[src/rtl/comm_fault_defines.vh]
`ifndef COMM_FAULT_DEFINES_VH
`define COMM_FAULT_DEFINES_VH

// ==========================================================
// Register indices and byte addresses
`define IDX_UART_RSP_FLAGS      12'h782
`define IDX_UPPER_BIT_FLAGS     12'h783
`define IDX_IRQ_STATUS          12'h790
`define IDX_IRQ_MASK            12'h791
`define IDX_FLAG_CLEAR          12'h792
`define ADDR_UART_RSP_FLAGS     16'h1e08
`define ADDR_UPPER_BIT_FLAGS    16'h1e0c
`define ADDR_IRQ_STATUS         16'h1e40
`define ADDR_IRQ_MASK           16'h1e44
`define ADDR_FLAG_CLEAR         16'h1e48

// ==========================================================
// Field positions
`define BIT_RSP_CRC_FAULT       0
`define BIT_RSP_BYTE_FAULT      1
`define BIT_WEAK_BIT            0
`define BIT_PREAMBLE_MISSING    1
`define BIT_TIMING_NO_DATA      2
`define BIT_BAD_FRAME_TAG       3
`define BIT_IRQ_RSP_CRC         0
`define BIT_IRQ_RSP_BYTE        1
`define BIT_IRQ_BAD_TAG         2
`define BIT_IRQ_NO_DATA         3
`define BIT_IRQ_PREAMBLE        4
`define BIT_IRQ_WEAK            5
`define BIT_CLR_UART            0
`define BIT_CLR_UPPER           1

// ==========================================================
// Reset values and timing
`define RST_FLAGS               8'h00
`define RST_IRQ_MASK            6'h00
`define RST_TIMING              8'h00
`define FIRM_SAMPLE_COUNT       4'h3

`endif

[src/rtl/comm_fault_debug_flags.v]
// Operation
// - A malformed response byte on the host serial port, other than the init byte, sets the byte-fault flag.
// - After a byte fault every received byte is ignored until a communication clear is seen.
// - An ignored frame gets no error detection and raises no fault flags.
// - An ignored frame bumps neither the valid-frame nor the discarded-frame counter.
// - A CRC mismatch in a response frame sets the CRC-fault flag and counts the frame as discarded.
// - The bad-frame tag flag follows the marker of the last upper-port frame and is 0 otherwise.
// - Timing locked from preamble and sync but no data recovered sets the timing-locked-no-data flag.
// - Receive bit timing is taken from the detected preamble half-bit and both sync bits.
// - A missing or distorted preamble half-bit or sync bit sets the preamble-missing flag.
// - A data bit with too few samples for a firm 1 or 0 sets the weak-bit flag.
`timescale 1ns/1ps
`include "comm_fault_defines.vh"

module comm_fault_debug_flags (
	input  wire        sys_clk,
	input  wire        rst,
	// Wishbone slave
	input  wire        wb_cyc_i,
	input  wire        wb_stb_i,
	input  wire        wb_we_i,
	input  wire [15:0] wb_adr_i,
	input  wire [3:0]  wb_sel_i,
	input  wire [31:0] wb_dat_i,
	output reg  [31:0] wb_dat_o,
	output reg         wb_ack_o,
	output reg         irq,
	// Host serial port response receiver
	input  wire        uart_byte_done,
	input  wire        uart_byte_is_init,
	input  wire        uart_byte_malformed,
	input  wire        uart_frame_end,
	input  wire        uart_crc_ok,
	input  wire        uart_clear_det,
	output reg         rsp_ignoring,
	output reg         rsp_valid_frame_inc,
	output reg         rsp_discard_frame_inc,
	// Upper chain port bit receiver
	input  wire        chain_sync_check,
	input  wire        chain_preamble_half_ok,
	input  wire [1:0]  chain_sync_bit_pair,
	input  wire [7:0]  chain_edge_interval,
	input  wire        chain_data_timeout,
	input  wire        chain_bit_done,
	input  wire [3:0]  chain_bit_ones,
	input  wire [3:0]  chain_bit_zeros,
	input  wire        chain_frame_end,
	input  wire        chain_frame_bad_marker,
	output reg         chain_timing_locked,
	output reg  [7:0]  chain_bit_timing
);

	localparam ST_RECV   = 1'b0;
	localparam ST_IGNORE = 1'b1;

	// ==========================================================
	// Declarations
	reg         rsp_state_r;
	reg         rsp_state_nxt;
	reg         rsp_byte_fault_set;
	reg         rsp_crc_fault_set;
	reg         valid_inc_nxt;
	reg         discard_inc_nxt;
	reg         bad_tag_r;
	reg         weak_set;
	reg         preamble_set;
	reg         no_data_set;
	reg         lock_nxt;
	reg  [5:0]  irq_mask_r;
	reg  [31:0] rd_data;
	wire        wb_req;
	wire        wb_wr;
	wire        wr_flag_clr;
	wire        wr_irq_status;
	wire        wr_irq_mask;
	wire        bad_tag_event;
	wire        sync_all_ok;
	wire        firm_bit;
	wire [1:0]  rsp_set;
	wire [1:0]  rsp_clr;
	wire [2:0]  bit_set;
	wire [2:0]  bit_clr;
	wire [5:0]  irq_set;
	wire [5:0]  irq_clr;
	wire [1:0]  rsp_flags;
	wire [2:0]  bit_flags;
	wire [5:0]  irq_status;
	wire [7:0]  uart_reg;
	wire [7:0]  upper_reg;

	assign wb_req = wb_cyc_i & wb_stb_i & ~wb_ack_o;
	assign wb_wr  = wb_req & wb_we_i & wb_sel_i[0];

	// ==========================================================
	// Register write decode
	assign wr_flag_clr   = wb_wr & (wb_adr_i == `ADDR_FLAG_CLEAR);
	assign wr_irq_status = wb_wr & (wb_adr_i == `ADDR_IRQ_STATUS);
	assign wr_irq_mask   = wb_wr & (wb_adr_i == `ADDR_IRQ_MASK);

	// ==========================================================
	// Response frame receive state
	always @* begin
		rsp_state_nxt      = rsp_state_r;
		rsp_byte_fault_set = 1'b0;
		rsp_crc_fault_set  = 1'b0;
		valid_inc_nxt      = 1'b0;
		discard_inc_nxt    = 1'b0;
		case (rsp_state_r)
			ST_RECV: begin
				if (uart_byte_done && uart_byte_malformed && !uart_byte_is_init) begin
					rsp_byte_fault_set = 1'b1;
					rsp_state_nxt      = ST_IGNORE;
				end else if (uart_frame_end) begin
					if (uart_crc_ok) begin
						valid_inc_nxt     = 1'b1;
					end else begin
						rsp_crc_fault_set = 1'b1;
						discard_inc_nxt   = 1'b1;
					end
				end
			end
			ST_IGNORE: begin
				if (uart_clear_det) begin
					rsp_state_nxt = ST_RECV;
				end
			end
			default: begin
				rsp_state_nxt = ST_RECV;
			end
		endcase
	end

	always @(posedge sys_clk or posedge rst) begin
		if (rst) begin
			rsp_state_r           <= ST_RECV;
			rsp_ignoring          <= 1'b0;
			rsp_valid_frame_inc   <= 1'b0;
			rsp_discard_frame_inc <= 1'b0;
		end else begin
			rsp_state_r           <= rsp_state_nxt;
			rsp_ignoring          <= (rsp_state_nxt == ST_IGNORE);
			rsp_valid_frame_inc   <= valid_inc_nxt;
			rsp_discard_frame_inc <= discard_inc_nxt;
		end
	end

	// ==========================================================
	// Upper chain port bit checks
	assign sync_all_ok = chain_preamble_half_ok & (&chain_sync_bit_pair);
	assign firm_bit    = (chain_bit_ones >= `FIRM_SAMPLE_COUNT) ||
	                     (chain_bit_zeros >= `FIRM_SAMPLE_COUNT);

	always @* begin
		lock_nxt     = chain_timing_locked;
		preamble_set = 1'b0;
		no_data_set  = 1'b0;
		weak_set     = 1'b0;
		if (chain_sync_check) begin
			preamble_set = ~sync_all_ok;
			lock_nxt     = sync_all_ok;
		end else if (chain_frame_end) begin
			lock_nxt = 1'b0;
		end
		if (chain_timing_locked && chain_data_timeout) begin
			no_data_set = 1'b1;
		end
		if (chain_bit_done && !firm_bit) begin
			weak_set = 1'b1;
		end
	end

	always @(posedge sys_clk or posedge rst) begin
		if (rst) begin
			chain_timing_locked <= 1'b0;
			chain_bit_timing    <= `RST_TIMING;
			bad_tag_r           <= 1'b0;
		end else begin
			chain_timing_locked <= lock_nxt;
			if (chain_sync_check && sync_all_ok) begin
				chain_bit_timing <= chain_edge_interval;
			end
			if (chain_frame_end) begin
				bad_tag_r <= chain_frame_bad_marker;
			end
		end
	end

	// ==========================================================
	// Sticky flags and interrupt status
	assign rsp_set[`BIT_RSP_CRC_FAULT]    = rsp_crc_fault_set;
	assign rsp_set[`BIT_RSP_BYTE_FAULT]   = rsp_byte_fault_set;
	assign rsp_clr                        = {2{wr_flag_clr & wb_dat_i[`BIT_CLR_UART]}};
	assign bit_set[`BIT_WEAK_BIT]         = weak_set;
	assign bit_set[`BIT_PREAMBLE_MISSING] = preamble_set;
	assign bit_set[`BIT_TIMING_NO_DATA]   = no_data_set;
	assign bit_clr                        = {3{wr_flag_clr & wb_dat_i[`BIT_CLR_UPPER]}};
	assign bad_tag_event                  = chain_frame_end & chain_frame_bad_marker;
	assign irq_set[`BIT_IRQ_RSP_CRC]      = rsp_crc_fault_set;
	assign irq_set[`BIT_IRQ_RSP_BYTE]     = rsp_byte_fault_set;
	assign irq_set[`BIT_IRQ_BAD_TAG]      = bad_tag_event;
	assign irq_set[`BIT_IRQ_NO_DATA]      = no_data_set;
	assign irq_set[`BIT_IRQ_PREAMBLE]     = preamble_set;
	assign irq_set[`BIT_IRQ_WEAK]         = weak_set;
	assign irq_clr                        = wr_irq_status ? wb_dat_i[5:0] : 6'h00;

	sticky_bits #(
		.WIDTH (2)
	) u_rsp_flags (
		.sys_clk (sys_clk),
		.rst     (rst),
		.set     (rsp_set),
		.clr     (rsp_clr),
		.q       (rsp_flags)
	);

	sticky_bits #(
		.WIDTH (3)
	) u_bit_flags (
		.sys_clk (sys_clk),
		.rst     (rst),
		.set     (bit_set),
		.clr     (bit_clr),
		.q       (bit_flags)
	);

	sticky_bits #(
		.WIDTH (6)
	) u_irq_status (
		.sys_clk (sys_clk),
		.rst     (rst),
		.set     (irq_set),
		.clr     (irq_clr),
		.q       (irq_status)
	);

	assign uart_reg[7:2]                    = 6'h00;
	assign uart_reg[`BIT_RSP_BYTE_FAULT]    = rsp_flags[`BIT_RSP_BYTE_FAULT];
	assign uart_reg[`BIT_RSP_CRC_FAULT]     = rsp_flags[`BIT_RSP_CRC_FAULT];
	assign upper_reg[7:4]                   = 4'h0;
	assign upper_reg[`BIT_BAD_FRAME_TAG]    = bad_tag_r;
	assign upper_reg[`BIT_TIMING_NO_DATA]   = bit_flags[`BIT_TIMING_NO_DATA];
	assign upper_reg[`BIT_PREAMBLE_MISSING] = bit_flags[`BIT_PREAMBLE_MISSING];
	assign upper_reg[`BIT_WEAK_BIT]         = bit_flags[`BIT_WEAK_BIT];

	// ==========================================================
	// Register read mux
	always @* begin
		rd_data = 32'h0000_0000;
		case (wb_adr_i)
			`ADDR_UART_RSP_FLAGS:  rd_data = {24'h00_0000, uart_reg};
			`ADDR_UPPER_BIT_FLAGS: rd_data = {24'h00_0000, upper_reg};
			`ADDR_IRQ_STATUS:      rd_data = {26'h000_0000, irq_status};
			`ADDR_IRQ_MASK:        rd_data = {26'h000_0000, irq_mask_r};
			default:               rd_data = 32'h0000_0000;
		endcase
	end

	// ==========================================================
	// Wishbone slave
	always @(posedge sys_clk or posedge rst) begin
		if (rst) begin
			wb_ack_o <= 1'b0;
		end else begin
			wb_ack_o <= wb_req;
		end
	end

	// Read data registered alongside ack
	always @(posedge sys_clk or posedge rst) begin
		if (rst) begin
			wb_dat_o <= 32'h0000_0000;
		end else if (wb_req) begin
			wb_dat_o <= wb_we_i ? 32'h0000_0000 : rd_data;
		end
	end

	// ==========================================================
	// Interrupt mask and output
	always @(posedge sys_clk or posedge rst) begin
		if (rst) begin
			irq_mask_r <= `RST_IRQ_MASK;
		end else if (wr_irq_mask) begin
			irq_mask_r <= wb_dat_i[5:0];
		end
	end

	always @(posedge sys_clk or posedge rst) begin
		if (rst) begin
			irq <= 1'b0;
		end else begin
			irq <= |((irq_set | (irq_status & ~irq_clr)) & irq_mask_r);
		end
	end

endmodule

[src/rtl/sticky_bits.v]
`timescale 1ns/1ps

// ==========================================================
// Sticky bit vector, set wins over clear
module sticky_bits #(
	parameter WIDTH = 2
) (
	input  wire             sys_clk,
	input  wire             rst,
	input  wire [WIDTH-1:0] set,
	input  wire [WIDTH-1:0] clr,
	output reg  [WIDTH-1:0] q
);

	always @(posedge sys_clk or posedge rst) begin
		if (rst) begin
			q <= {WIDTH{1'b0}};
		end else begin
			q <= set | (q & ~clr);
		end
	end

endmodule

[config.mk]
export PLATFORM = sky130hd
export DESIGN_NAME = comm_fault_debug_flags
export DESIGN_NICKNAME = d
export VERILOG_FILES = /design/src/rtl/comm_fault_debug_flags.v /design/src/rtl/sticky_bits.v
export VERILOG_INCLUDE_DIRS = /design/src /design/src/rtl
export SDC_FILE = /design/constraint.sdc
export NUM_CORES = 1
export LEC_CHECK = 0
export BUFFER_PORTS_ARGS = -buffer_cell sky130_fd_sc_hd__buf_2
export CAP_MARGIN = 5
export CORE_ASPECT_RATIO = 0.9
export CORE_MARGIN = 4
export CORE_UTILIZATION = 38
export CTS_CLUSTER_SIZE = 20
export DETAILED_ROUTE_END_ITERATION = 7
export PLACE_DENSITY = 0.79
export SLEW_MARGIN = 30
export SYNTH_ARGS = -nofsm -noshare
export SYNTH_HDL_FRONTEND = slang
export SYNTH_SLANG_ARGS = --single-unit
[constraint.sdc]
create_clock -name sys_clk -period 1.7 [get_ports sys_clk]
set_input_delay 0 -clock sys_clk [delete_from_list [all_inputs] [get_ports sys_clk]]
set_output_delay 0 -clock sys_clk [all_outputs]
set_load 0.02 [all_outputs]
### After elaboration in Yosys (flattened, before gate mapping)

Cells that the tools add are included.

| word-level totals | value |
|---|---|
| word-level logic and storage cells | 75 |
| bits of input ports | 87 |
| flip-flop bits (word level) | 64 |
| output and inout port bits | 46 |

| operators by class | value |
|---|---|
| $lt $le $gt $ge | 2 |
| muxes and demuxes | 20 |
| reduce and logical (&&, ||, !) cells | 11 |
| equal/unequal tests | 5 |
| bitwise operators | 24 |

Operators with widths:

| cell | number |
|---|---|
| equality test 16 x 13 -> 1 bit (second input constant) | 5 |
| 2-to-1 mux 32 bit | 1 |
| case mux 6 bit (4 select lines) | 1 |
| 2-to-1 mux 1 bit | 16 |
| bitwise AND 6 bit | 2 |
| bitwise AND 1 bit | 11 |
| greater-or-equal comparator 4 x 2 -> 1 bit (second input constant) | 2 |
| 2-to-1 mux 6 bit | 1 |
| NOT 6 bit | 1 |
| OR 6 bit | 1 |
| OR reduction 6 bit | 1 |
| logical AND 1 bit | 5 |
| bitwise AND 3 bit | 1 |
| NOT 1 bit | 3 |
| NOT 3 bit | 1 |
| OR 3 bit | 1 |
| bitwise AND 2 bit | 1 |
| zero test 1 bit | 2 |
| NOT 2 bit | 1 |
| OR 2 bit | 1 |
| case mux 1 bit (2 select lines) | 1 |
| AND reduction 2 bit | 1 |
| nonzero test 2 bit | 1 |
| logical OR 1 bit | 1 |

### Logic depth before layout (Yosys ltp)

| depth | value |
|---|---|
| word-level depth | 11 |
| gate-level depth with buffers | 6 |
| gate-level depth less buffers | 5 |

### Cells and area by module

A second synthesis with hierarchy kept.

| unflattened totals | value |
|---|---|
| cell total of the unflattened synthesis | 206 |
| area, all modules | 2154.6 µm² |

By module, submodules not included:

| module | instances | sequential area each (µm²) | area an instance (µm²) | cells an instance |
|---|---|---|---|---|
| comm_fault_debug_flags | 1 | 675.6 | 1744.2 | 170 |
| sticky_bits at u_irq_status | 1 | 150.1 | 221.5 | 19 |
| sticky_bits at u_bit_flags | 1 | 75.1 | 112.6 | 10 |
| sticky_bits at u_rsp_flags | 1 | 50.0 | 76.3 | 7 |

### Worst setup path before layout

No wires, ideal clock.

| timing | value |
|---|---|
| path type | register to register |
| start | register wb_ack_o |
| end | register irq |
| cell stages (with the launch flop) | 6 |
| buffers on the path | 0 |
| period minus slack after synthesis | 1.942 ns |
| setup time | 0.139 ns |
| required time | 1.561 ns |
| path slack | -0.242 ns |
| arrival time | 1.803 ns |
| cells stage by stage | dfrtp_1 -> nand3b_1 -> nor4_1 -> a41oi_1 -> a22o_1 -> or4_1 |

| on the way | value |
|---|---|
| longest elaborated chain between the ends | 11 |

RTL lines:

| item | RTL line | text |
|---|---|---|
| from (decl) | comm_fault_debug_flags.v:26 | `output reg wb_ack_o,` |
| from (signal assigned) | comm_fault_debug_flags.v:264 | `wb_ack_o <= wb_req;` |
| NOT 1 bit | comm_fault_debug_flags.v:91 | `assign wb_req = wb_cyc_i & wb_stb_i & ~wb_ack_o;` |
| bitwise AND 1 bit | comm_fault_debug_flags.v:91 |  |
| bitwise AND 1 bit (2 in a row) | comm_fault_debug_flags.v:92 | `assign wb_wr = wb_req & wb_we_i & wb_sel_i[0];` |
| bitwise AND 1 bit | comm_fault_debug_flags.v:97 | `` assign wr_irq_status = wb_wr & (wb_adr_i == `ADDR_IRQ_STATUS); `` |
| 2-to-1 mux 6 bit | comm_fault_debug_flags.v:204 | `assign irq_clr = wr_irq_status ? wb_dat_i[5:0] : 6'h00;` |
| NOT 6 bit | comm_fault_debug_flags.v:291 | `irq <= \|((irq_set \| (irq_status & ~irq_clr)) & irq_mask_r);` |
| bitwise AND 6 bit | comm_fault_debug_flags.v:291 |  |
| OR 6 bit | comm_fault_debug_flags.v:291 |  |
| bitwise AND 6 bit | comm_fault_debug_flags.v:291 |  |
| OR reduction 6 bit | comm_fault_debug_flags.v:291 |  |
| to (signal assigned) | comm_fault_debug_flags.v:291 |  |
| to (decl) | comm_fault_debug_flags.v:27 | `output reg irq,` |

Every way passes these cells.
A chain may end at the register's enable or synchronous reset.

### Final worst setup path

Same ends and word-level chain as after synthesis.

==> results.ini <==
[critical_path]
crit_required_ps=1860
cp-end-kind=flop
cp.arrival_ps=2160
cp-start-kind=flop
worstPathMaxFanout=6
path_class=reg2reg

[cts]
root_buffer=clkbuf_8
cts-buffers-inserted=5
cts_max_path_buffers=2
cts.reportedPaths.clkPinSlew_ps=70
clock_latency_ps=280
cts_tree=done
cts.htree.levels=2
cts_sinks=38

[pwr]
power.share.switching=0.281
p_leak_nw=1.40
ir_worst_vdd_mv=0.523
total_power_mw=2.07
seqPwrFrac=0.490
p_int_mw=1.49
p_sw_mw=0.582
p_clk_frac=0.298
power.density_nw_per_um2=728
comb_power_share=0.213

[place]
dp_hpwl_um=4180
gp_congestion=0.855
placedInstanceArea_um2=2470
place_ws_ps=-383
port_buffers=77

[cells_and_area]
nFillCells=452
final_util=0.570
final_cell_mix=buf_2, dfrtp_1, conb_1
multi_input_area_um2=985
layout.nets=390
diodes=0
final_common_cell=buf_2
layout-area-overhead-vs-synth_pct=40.9
regArea_um2=951
final_cell_area_um2=2840
drive_gt1_frac=0.431

[status]
status=finished with violations
violations=setup timing

[timing]
tns_ps=-305
setup_ws_ps=-305
fin_crit_sh=1.18
clock_skew_ps=1.77
fmax_mhz=499
grt_setup_unrepaired=true
hold_violations=0
finalSetupViolations=1
drv_slew=0
fin_crit_ps=2010

[grt]
grt-ovfl-total=0
grt_pass1_wl_um=8710
grt_max_degree=39
antenna_found_initial=0
grtUsageTotal=0.166
grt_pass1_vias=1888

[drt]
ant_nets=0
drcViolationCount=0
dr.first_iter.drc_count=86
wl_per_cell_um=14.2
viasPerCell=4.85
wirelength_um=5250
first_pass_iters=4
route.vias.total=1788

[synthesis]
ys_types=47
async_flop_share=1.00
avgSynthCellArea_um2=10.8
synth_cells=186
ys.flop_type=dfrtp_1
yosys_register_bits=38
netlist_area_um2=2020
synth_edf_count=0
seq_area_frac_synth=0.471
synth_warnings=0

[floorplan]
initial_core_util=0.405
ioPinCount=133
row_count=24
dieArea_um2=6540
die_y_um=77.1
core-area_um2=4980
die_w_um=84.8

[run]
cap_violations=0

[min_path]
min_path_type=in2reg

per-layer routing:
layer,track usage,wire (um),part of all wire
met5,0,0,0
met4,0.0475,36,0.0069
met3,0.0343,419,0.080
met2,0.296,2650,0.50
met1,0.200,2140,0.41
power by group through the flow:
stage          Sequential, mW  Combinational [mW]  Clock [mW]
3_5_place_dp             1.03               0.396           0
3_3_place_gp             1.02               0.388           0
4_1_cts                  1.01               0.438       0.648
5_1_grt                  1.02               0.484       0.686
6_report                 1.01               0.440       0.616
2_1_floorplan            1.08               0.210           0
final cells by class:
cell class / count / area share
Clock buffer: 7 / 0.0304
Multi-Input combinational cell: 139 / 0.346
Tap cell: 65 / 0.0286
Inverter: 5 / 0.00660
Sequential cell: 38 / 0.335
Clock inverter: 1 / 0.00176
Timing Repair Buffer: 114 / 0.252
per-stage QoR:
stage / hold WS (ps) / instances
CTS: 13.4 / 368
floorplan: 96.4 / 211
global route: 23.0 / 369
finish: 22.0 / 369
global placement: 132 / 338
detailed placement: 134 / 338
synth_stat cells (all sizes together), types with 2 or more instances:
master | n | area (um^2)
a22o | 4 | 35.0
and3 | 6 | 41.3
a211oi | 2 | 15.0
nor4 | 4 | 55.1
inv | 5 | 18.8
nor2 | 3 | 11.3
mux2 | 14 | 158
nor3 | 3 | 25.0
or4 | 2 | 18.8
o21ai | 11 | 55.1
nor4b | 2 | 17.5
nand3 | 3 | 15.0
and2 | 3 | 20.0
nor2b | 2 | 12.5
buf | 27 | 200
dfrtp | 38 | 951
a21oi | 3 | 15.0
nand4 | 5 | 31.3
clkbuf | 2 | 7.51
nand2 | 13 | 48.8
a31oi | 5 | 31.3
a21o | 6 | 45.0
a22oi | 7 | 52.6
final timing paths:
kind / startpoint / end / slack (ps) / depth (start not counted)
worst max register to register: wb_ack_o / irq / -310 / 5
min in group asynchronous: rst / wb_dat_o[1] / 360 / 4
worst min-delay path: uart_crc_ok / rsp_discard_frame_inc / 20 / 3
max in group asynchronous: rst / bad_tag_r / 1010 / 4
worst max-delay path: wb_ack_o / irq / -310 / 5
worst min register to register: u_rsp_flags.q[0] / u_rsp_flags.q[0] / 480 / 1
flip-flops by register name, summed over array words and instances, names as in the netlist:
name / flops
bad_tag_r: 1
chain_bit_timing: 8
chain_timing_locked: 1
irq: 1
irq_mask_r: 6
rsp_discard_frame_inc: 1
rsp_state_r: 1
rsp_valid_frame_inc: 1
u_bit_flags.q: 3
u_irq_status.q: 6
u_rsp_flags.q: 2
wb_ack_o: 1
wb_dat_o: 6
what timing repair did:
action / 4_1_cts / 5_1_grt
setup endpoints to repair: 2 / 20
hold buffers: 21 / 0
setup buffers: 1 / 2
gates cloned: 0 / 0
hold endpoints to repair: 59 / 0
pin swaps: 0 / 10
resized for setup: 2 / 11
cell families (layout without fill, tap and decap cells):
| group | count (synthesis) | in the layout | share of synthesized area |
|---|---|---|---|
| flip-flops | 38 | 38 | 0.471 |
| XOR/XNOR | 1 | 1 | 0.00434 |
| multiplexers | 14 | 14 | 0.0782 |
| AND/OR/NAND/NOR | 56 | 56 | 0.190 |
| other | 1 | 26 | 0.00186 |
| AO/OA/AOI/OAI | 42 | 42 | 0.141 |
| buffers and inverters | 34 | 127 | 0.112 |
critical path, cell delays in order (launching register included):
cell      delay (ps)
dfrtp_1          370
nand3b_1         270
nor4_4           360
and3_4           280
a31oi_1           90
or4_1            500
Note: power is estimated with default switching activity, not from simulation.
